<file path="src/sysbus_cfg_map.svh">
// register offsets, field positions and reset values of the system bus configuration block
// assumes inclusion by the design files; the package does not include it
`ifndef SYSBUS_CFG_MAP_SVH
`define SYSBUS_CFG_MAP_SVH
// register index offsets (byte address = 4 * index)
`define BUS_CFG_IDX 16'hff00
`define STACK_PAGE_IDX 16'hff01
`define WAIT_CLK_IDX 16'hff02
`define INSTR_CTRL_IDX 16'hff03
// bus_and_chip_select_config fields
`define MODE_HI_POS 7
`define MODE_LO_POS 6
`define RSV_CFG5_POS 5
`define RSV_CFG4_POS 4
// wait_and_clock_control fields
`define RSV_WAIT7_POS 7
`define WAIT_LSB_POS 4
`define CLK_SEL_POS 3
`define FAST_OSC_POS 2
`define RSV_WAIT1_POS 1
`define RSV_WAIT0_POS 0
// reset values
`define CFG_RST_INT 8'h30
`define CFG_RST_EXT 8'hf1
`define STACK_PAGE_RST 8'h00
`define WAIT_CLK_RST 8'h0c
// edges the boot strap needs to cross the synchroniser
`define BOOT_SYNC_CNT 2'h2
// instruction window status bit in the extra register
`define INSTR_BLK_POS 0
`endif

</file>
<file path="src/sysbus_cfg_pkg.sv">
// types of the system bus configuration block
// numeric constants written inline, sysbus_cfg_map.svh not included
`default_nettype none
package sysbus_cfg_pkg;
   typedef enum logic [1:0] {
      MODE_SINGLE = 2'b00,
      MODE_INVALID = 2'b01,
      MODE_EXP_MIN = 2'b10,
      MODE_EXP_MAX = 2'b11
   } bus_mode_e;
   typedef enum logic [1:0] {
      BUS_IDLE = 2'b00,
      BUS_T3 = 2'b01,
      BUS_WAIT = 2'b10,
      BUS_T4 = 2'b11
   } bus_state_e;
endpackage
`default_nettype wire

</file>
<file path="src/wait_inserter.sv">
// wait state sequencer for one external bus cycle
// assumes the cpu bus unit pulses t3 reached and waits for done
`include "sysbus_cfg_map.svh"
`default_nettype none
module wait_inserter
   import sysbus_cfg_pkg::*;
(
   // clock, reset, enable
   input wire logic mclk_in,
   input wire logic rst_n_in,
   input wire logic ce_in,
   // control
   input wire logic t3_in,
   input wire logic allow_in,
   input wire logic [2:0] wait_in,
   // result
   output logic stall_out,
   output logic t4_out
);
   bus_state_e st_ff;
   logic [3:0] cnt_ff;

   // wait between T3 and T4
   always_ff @(posedge mclk_in or negedge rst_n_in) begin
      if (!rst_n_in) begin
         st_ff <= BUS_IDLE;
         cnt_ff <= 4'h0;
      end else if (ce_in) begin
         case (st_ff)
            BUS_IDLE: begin
               if (t3_in) begin
                  st_ff <= BUS_T3;
               end
            end
            BUS_T3: begin
               // twice code half states
               // no wait when barred
               if (allow_in && wait_in != 3'h0) begin
                  cnt_ff <= {1'b0, wait_in} - 4'h1;
                  st_ff <= BUS_WAIT;
               end else begin
                  st_ff <= BUS_T4;
               end
            end
            BUS_WAIT: begin
               if (cnt_ff == 4'h0) begin
                  st_ff <= BUS_T4;
               end else begin
                  cnt_ff <= cnt_ff - 4'h1;
               end
            end
            BUS_T4: begin
               st_ff <= BUS_IDLE;
            end
            default: begin
               st_ff <= BUS_IDLE;
            end
         endcase
      end
   end

   assign stall_out = (st_ff == BUS_T3) || (st_ff == BUS_WAIT);
   assign t4_out = (st_ff == BUS_T4);
endmodule
`default_nettype wire

</file>
<file path="src/sysbus_cfg.sv">
// system bus configuration registers behind a classic wishbone slave
// assumes one clock, cpu bus unit on same clock, boot strap pin asynchronous
//
// Overview of operation
// mode field selects memory configuration
// code 00 in external boot is expanded
// mode resets by boot source
// chip select enables route selects to pins
// enable 0 resets to boot source
// interrupts masked until both registers written
// stack page write blocks one instruction
// software keeps stack page in range
// stack page unaffected by pointer carry
// wait code gives twice value half states
// wait field resets to zero
// clock select resets to fast
// fast oscillator enable resets on
// software writes both registers at init
// software loads pointer right after page
// waits inserted between T3 and T4
// no waits internal or slow clock
// chip select only on external area
// expanded modes give pins to bus
// software never writes mode 01
`include "sysbus_cfg_map.svh"
`default_nettype none
module sysbus_cfg
   import sysbus_cfg_pkg::*;
(
   // clock, reset, enable
   input wire logic mclk_in,
   input wire logic rst_n_in,
   input wire logic ce_in,
   // boot strap pin
   input wire logic external_rom_boot_in,
   // wishbone slave
   input wire logic cyc_in,
   input wire logic stb_in,
   input wire logic we_in,
   input wire logic [17:0] adr_in,
   input wire logic [3:0] sel_in,
   input wire logic [31:0] dat_in,
   output logic [31:0] dat_out,
   output logic ack_out,
   // cpu side
   input wire logic instr_end_in,
   input wire logic ext_access_in,
   input wire logic [3:0] ext_area_in,
   input wire logic t3_in,
   // outputs
   output logic irq_block_out,
   output logic [1:0] bus_mode_out,
   output logic bus_pins_out,
   output logic [3:0] chip_select_n_out,
   output logic [3:0] cs_pin_sel_out,
   output logic cpu_clock_select_out,
   output logic fast_oscillator_out,
   output logic wait_stall_out,
   output logic wait_t4_out
);
   logic boot_s1_ff;
   logic boot_s2_ff;
   logic [1:0] boot_cnt_ff;
   logic boot_cap_ff;
   logic boot_done_ff;
   logic [7:0] cfg_ff;
   logic [7:0] page_ff;
   logic [7:0] wclk_ff;
   logic cfg_wr_ff;
   logic page_wr_ff;
   logic instr_blk_ff;
   logic [15:0] idx;
   logic wr;
   logic rd;
   logic [7:0] nxt_rdata;
   logic stall_w;
   logic t4_w;
   bus_mode_e mode;

   assign idx = adr_in[17:2];
   assign wr = cyc_in && stb_in && we_in && sel_in[0] && !ack_out;
   assign rd = cyc_in && stb_in && !ack_out;

   // ==========================================
   // boot strap synchroniser; the capture is in the configuration register block
   always_ff @(posedge mclk_in or negedge rst_n_in) begin
      if (!rst_n_in) begin
         boot_s1_ff <= 1'b0;
         boot_s2_ff <= 1'b0;
      end else if (ce_in) begin
         boot_s1_ff <= external_rom_boot_in;
         boot_s2_ff <= boot_s1_ff;
      end
   end

   // ==========================================
   // configuration register
   // mode reset by boot
   // enable 0 reset by boot
   always_ff @(posedge mclk_in or negedge rst_n_in) begin
      if (!rst_n_in) begin
         cfg_ff <= `CFG_RST_INT;
         boot_cnt_ff <= 2'h0;
         boot_cap_ff <= 1'b0;
         boot_done_ff <= 1'b0;
      end else if (ce_in) begin
         if (!boot_done_ff) begin
            // strap only valid once through both flip-flops
            if (boot_cnt_ff == `BOOT_SYNC_CNT) begin
               boot_done_ff <= 1'b1;
               boot_cap_ff <= boot_s2_ff;
               if (boot_s2_ff) begin
                  cfg_ff <= `CFG_RST_EXT;
               end
            end else begin
               boot_cnt_ff <= boot_cnt_ff + 2'h1;
            end
         end else if (wr && idx == `BUS_CFG_IDX) begin
            // enables read back
            cfg_ff <= dat_in[7:0];
         end
      end
   end

   // mode decode
   // 00 expanded on ext boot
   always_comb begin
      mode = bus_mode_e'(cfg_ff[`MODE_HI_POS:`MODE_LO_POS]);
      if (mode == MODE_SINGLE && boot_cap_ff) begin
         mode = MODE_EXP_MAX;
      end
   end

   // ==========================================
   // stack page and wait/clock registers
   // page only changes by write
   always_ff @(posedge mclk_in or negedge rst_n_in) begin
      if (!rst_n_in) begin
         page_ff <= `STACK_PAGE_RST;
      end else if (ce_in && wr && idx == `STACK_PAGE_IDX) begin
         page_ff <= dat_in[7:0];
      end
   end

   // wait zero at reset
   // clock select reset fast
   // oscillator reset on
   always_ff @(posedge mclk_in or negedge rst_n_in) begin
      if (!rst_n_in) begin
         wclk_ff <= `WAIT_CLK_RST;
      end else if (ce_in && wr && idx == `WAIT_CLK_IDX) begin
         wclk_ff <= dat_in[7:0];
      end
   end

   // ==========================================
   // interrupt masking
   // both writes unmask
   always_ff @(posedge mclk_in or negedge rst_n_in) begin
      if (!rst_n_in) begin
         cfg_wr_ff <= 1'b0;
         page_wr_ff <= 1'b0;
      end else if (ce_in && wr) begin
         if (idx == `BUS_CFG_IDX) begin
            cfg_wr_ff <= 1'b1;
         end else if (idx == `STACK_PAGE_IDX) begin
            page_wr_ff <= 1'b1;
         end
      end
   end

   // one instruction block
   always_ff @(posedge mclk_in or negedge rst_n_in) begin
      if (!rst_n_in) begin
         instr_blk_ff <= 1'b0;
      end else if (ce_in) begin
         if (wr && idx == `STACK_PAGE_IDX) begin
            instr_blk_ff <= 1'b1;
         end else if (instr_end_in) begin
            instr_blk_ff <= 1'b0;
         end
      end
   end

   always_ff @(posedge mclk_in or negedge rst_n_in) begin
      if (!rst_n_in) begin
         irq_block_out <= 1'b1;
      end else if (ce_in) begin
         irq_block_out <= !(cfg_wr_ff && page_wr_ff) || instr_blk_ff
            || (wr && idx == `STACK_PAGE_IDX);
      end
   end

   // ==========================================
   // wishbone read and ack
   always_comb begin
      nxt_rdata = 8'h00;
      if (idx == `BUS_CFG_IDX) begin
         nxt_rdata = cfg_ff;
      end else if (idx == `STACK_PAGE_IDX) begin
         nxt_rdata = page_ff;
      end else if (idx == `WAIT_CLK_IDX) begin
         nxt_rdata = wclk_ff;
      end else if (idx == `INSTR_CTRL_IDX) begin
         nxt_rdata = {7'h00, instr_blk_ff};
      end
   end

   always_ff @(posedge mclk_in or negedge rst_n_in) begin
      if (!rst_n_in) begin
         ack_out <= 1'b0;
         dat_out <= 32'h0;
      end else if (ce_in) begin
         ack_out <= rd;
         if (rd && !we_in) begin
            dat_out <= {24'h000000, nxt_rdata};
         end
      end
   end

   // ==========================================
   // pin and bus outputs
   // select only on external area
   // pins to bus when expanded
   always_ff @(posedge mclk_in or negedge rst_n_in) begin
      if (!rst_n_in) begin
         bus_mode_out <= 2'h0;
         bus_pins_out <= 1'b0;
         chip_select_n_out <= 4'hf;
         cs_pin_sel_out <= 4'h0;
         cpu_clock_select_out <= 1'b1;
         fast_oscillator_out <= 1'b1;
         wait_stall_out <= 1'b0;
         wait_t4_out <= 1'b0;
      end else if (ce_in) begin
         bus_mode_out <= mode;
         bus_pins_out <= (mode != MODE_SINGLE);
         cs_pin_sel_out <= cfg_ff[3:0];
         chip_select_n_out <= ~(cfg_ff[3:0] & ext_area_in & {4{ext_access_in}});
         cpu_clock_select_out <= wclk_ff[`CLK_SEL_POS];
         fast_oscillator_out <= wclk_ff[`FAST_OSC_POS];
         wait_stall_out <= stall_w;
         wait_t4_out <= t4_w;
      end
   end

   // wait only external on fast clock
   wait_inserter u_wait (
      .mclk_in(mclk_in),
      .rst_n_in(rst_n_in),
      .ce_in(ce_in),
      .t3_in(t3_in),
      .allow_in(ext_access_in && wclk_ff[`CLK_SEL_POS] && mode != MODE_SINGLE),
      .wait_in(wclk_ff[6:4]),
      .stall_out(stall_w),
      .t4_out(t4_w)
   );

   // ==========================================
   // assertions
   property p_mask_init;
      @(posedge mclk_in) disable iff (!rst_n_in)
         ce_in && !cfg_wr_ff |=> irq_block_out;
   endproperty
   a_mask_init: assert property (p_mask_init) else $error("irq unmasked early");

   property p_page_block;
      @(posedge mclk_in) disable iff (!rst_n_in)
         ce_in && wr && idx == `STACK_PAGE_IDX |=> irq_block_out;
   endproperty
   a_page_block: assert property (p_page_block) else $error("page write not blocking");

   property p_page_hold;
      @(posedge mclk_in) disable iff (!rst_n_in)
         !(wr && idx == `STACK_PAGE_IDX) |=> $stable(page_ff);
   endproperty
   a_page_hold: assert property (p_page_hold) else $error("page changed");

   property p_mode_ext;
      @(posedge mclk_in) disable iff (!rst_n_in)
         ce_in && boot_done_ff && boot_cap_ff |=> bus_mode_out != 2'b00;
   endproperty
   a_mode_ext: assert property (p_mode_ext) else $error("single mode on ext boot");

   property p_cs_int;
      @(posedge mclk_in) disable iff (!rst_n_in)
         ce_in && !ext_access_in |=> chip_select_n_out == 4'hf;
   endproperty
   a_cs_int: assert property (p_cs_int) else $error("select on internal");

   property p_no_wait;
      @(posedge mclk_in) disable iff (!rst_n_in)
         ce_in && t3_in && !stall_w ##1 ce_in
            && (!ext_access_in || !wclk_ff[`CLK_SEL_POS]) |=> !stall_w;
   endproperty
   a_no_wait: assert property (p_no_wait) else $error("wait on internal");

   property p_pins;
      @(posedge mclk_in) disable iff (!rst_n_in)
         ce_in |=> bus_pins_out == ($past(mode) != MODE_SINGLE);
   endproperty
   a_pins: assert property (p_pins) else $error("pin mux wrong");

   property p_ack;
      @(posedge mclk_in) disable iff (!rst_n_in)
         ce_in && rd |=> ack_out;
   endproperty
   a_ack: assert property (p_ack) else $error("no ack");
endmodule
`default_nettype wire

</file>
<file path="config.mk">
export PLATFORM = sky130hd
export DESIGN_NAME = sysbus_cfg
export DESIGN_NICKNAME = d
export VERILOG_FILES = /design/src/sysbus_cfg_pkg.sv /design/src/wait_inserter.sv /design/src/sysbus_cfg.sv
export VERILOG_INCLUDE_DIRS = /design/src
export SDC_FILE = /design/constraint.sdc
export NUM_CORES = 1
export LEC_CHECK = 0
export BUFFER_PORTS_ARGS = -buffer_cell sky130_fd_sc_hd__buf_2
export CORE_ASPECT_RATIO = 1.5
export CORE_UTILIZATION = 35
export CTS_BUF_LIST = sky130_fd_sc_hd__clkbuf_8
export DETAILED_ROUTE_END_ITERATION = 8
export SYNTH_ARGS = -nofsm -noshare
export SYNTH_HDL_FRONTEND = slang
export SYNTH_SLANG_ARGS = --single-unit
</file>
<file path="constraint.sdc">
create_clock -name mclk_in -period 4.4 [get_ports mclk_in]
set_clock_uncertainty 0.2 [all_clocks]
set_input_delay 0.66 -clock mclk_in [delete_from_list [all_inputs] [get_ports mclk_in]]
set_output_delay 0.66 -clock mclk_in [all_outputs]
set_load 0.01 [all_outputs]
</file>
==> impl_metrics.toml <==
[outcome]
status = "finished clean"

[clocking]
ctsResizeCount = 0
root_buffer = "clkbuf_8"
cts_tree = "yes"
clkSinkCount = 64
hold_buffers = 0
clk_pin_slew_ps = 70
clk_latency_ps = 340
clockBufferDepth = 2
htree_levels = 3
post_cts_buffers = 0
cts_made_buffers = 9

[sta]
fin_setup_tns_ps = 0
tightest_slew_ps = 1040
post-route-period-util = 0.610
maxSlewHeadroom = 0.309
rsz0062_at_grt = "no"
slew_viol_final = 0
finalSetupViolCount = 0
clock.fmax_mhz = 373
hold_viol = 0
post-route-min-period_ps = 2680

[drt]
routed_wl_mm = 6.75
drc = 0
vias_per_cell = 4.91
ant_nets = 0
drt-initial-drc-count = 96
drtPass1Iterations = 4
dr.max_layer_used = "met4"
met2_length_mm = 3.33
met1_length_mm = 2.98
wire_per_inst_um = 14.4
wl_met3_um = 295
vias = 2307

[floorplanning]
row_count = 42
die_h_um = 119
ioPinCount = 117
die-area_mm2 = 0.00960
fp.dieW_um = 80.3
core_area_mm2 = 0.00888
start_util = 0.363

[power]
power_w = 0.00160
ir_drop_v = 0.000182
power_leakage_nw = 1.79
p_per_area_mw_per_mm2 = 431

[critical_path]
slowest_delay_ps = 560
crit_arrival_ps = 2710
rr_startpoint = "u_wait.st_ff[0]"
reg2reg_depth = 6
cp.required_ps = 4420
end_kind = "register"
slowest_stage = "and4b_1"
cp_cell_sequence = "buf_2 -> or4b_4 -> nor4_4 -> and4b_1 -> mux2_2"
r2r_end = "u_wait.cnt_ff[0]"
start_kind = "input pin"
r2r_slack_ps = 1940
path_class = "input pin to register"
cp_max_fo = 9

[global_routing]
grt_max_degree = 48
grt_pass1_vias = 2307
grt_pass1_wl_mm = 11.4
grt_use_total = 0.159
antenna_found_initial = 0
overflow = 0

[synth]
synth_cell_types = 45
syn-cell-area_mm2 = 0.00322
yosysSeqAreaShare = 0.502
synthCells = 290
async_flop_share = 1.00
synth-seq-cells = 64
synth_edf_count = 0
synth_ff_type = "dfrtp_1"
synth_area_per_cell_um2 = 11.1
synth_warnings = 0

[layout]
antennaDiodeCount = 0
area_growth_syn_to_layout_pct = 15.6
layout_common_cells = "buf_2, dfrtp_1, nand2_1"
postLayoutCoreUtil = 0.419
fill_cells = 881
layout.nets = 429
drive_above_1_share = 0.339
stdcell_area_mm2 = 0.00372
layout_commonest_cell = "buf_2"

[hold_path]
hold_start = "cfg_wr_ff"
hold_end = "cfg_wr_ff"
hold_class = "register to register"
hold_path_depth = 1

[flow_run]
drv_cap = 0

[placed_design]
placed_area_mm2 = 0.00354
gp_congestion = 0.780
place_hpwl_mm = 4.89
io_buffers = 63
[cells by family (layout without fill, tap and decap cells)]
family,after synthesis,count (layout),synth area share
AND/OR/NAND/NOR,87,87,0.145
flip-flops,64,64,0.502
buffers and inverters,49,96,0.0897
multiplexers,46,46,0.153
AO/OA/AOI/OAI,35,35,0.0800
adder cells (fa/ha/maj),6,6,0.0233
XOR/XNOR,2,2,0.00544
other,1,24,0.00116
[cells in the mapped netlist, types with 4 or more instances]
library cell,n,area [um^2]
buf_4,24,180
dfstp_2,11,289
mux2i_1,19,190
nor2b_1,7,43.8
nor2_1,20,75.1
ha_1,6,75.1
clkbuf_1,7,26.3
nand2_1,28,105
nand3_1,4,20.0
o221ai_1,7,61.3
mux2_2,27,304
a41oi_1,4,35.0
o21ai_0,6,30.0
a21oi_1,4,20.0
nand4b_1,4,35.0
inv_1,15,56.3
dfrtp_1,53,1330
nand2b_1,4,25.0
[worst max-delay path by stage]
| stage | endpoint | slack (ps) | startpoint | cells past startpoint |
|---|---|---|---|---|
| detailed placement | wclk_ff[1] | 1340 | adr_in[6] | 5 |
| CTS | wclk_ff[4] | 1710 | adr_in[6] | 5 |
| finish | wclk_ff[4] | 1720 | adr_in[6] | 5 |
| floorplan | wclk_ff[0] | 1800 | adr_in[6] | 5 |
| global placement | wclk_ff[5] | 1370 | adr_in[6] | 5 |
| global route | wclk_ff[6] | 1640 | adr_in[6] | 5 |
[area by class of cell]
| class | count | area, um^2 | area share |
|---|---|---|---|
| Clock buffer | 12 | 165 | 0.0444 |
| Clock inverter | 4 | 15.0 | 0.00403 |
| Inverter | 15 | 56.3 | 0.0151 |
| Multi-Input combinational cell | 200 | 1400 | 0.377 |
| Sequential cell | 64 | 1620 | 0.434 |
| Tap cell | 110 | 138 | 0.0370 |
| Timing Repair Buffer | 65 | 330 | 0.0887 |
[per-stage QoR]
stage                     hold slack, ps  cells  worst slack, ps
after detailed placement             249    454             1340
final                                262    470             1720
after floorplan                      164    313             1800
after global placement               242    454             1370
after CTS                            265    470             1710
after global routing                 278    470             1640
[critical path: cells and delay by family]
kind | cells | cell delay, ps
and+or+nand+nor | 3 | 1550
muxes | 1 | 390
buffers and inverters | 1 | 100
[metal layers]
metal,up-vias,GRT usage
met5,-,0
met4,0,0.0725
met3,12,0.0421
met2,69,0.255
met1,1121,0.196
li1,1105,-
[flip-flops by register name, summed over array words and instances, names as in the netlist, 2 cells and up]
register and cells:
boot_cnt_ff 2, cs_pin_sel_out 4, u_wait.cnt_ff 4, bus_mode_out 2, dat_out 8, wclk_ff 8
page_ff 8, chip_select_n_out 4, cfg_ff 8, u_wait.st_ff 2
[power breakdown]
part | switching (W) | leakage [nW] | internal (W)
sequential | 0.0000755 | 0.807 | 0.000687
combinational | 0.000208 | 0.878 | 0.000176
clock | 0.000214 | 0.108 | 0.000243
(Power assumes the default switching activity.)
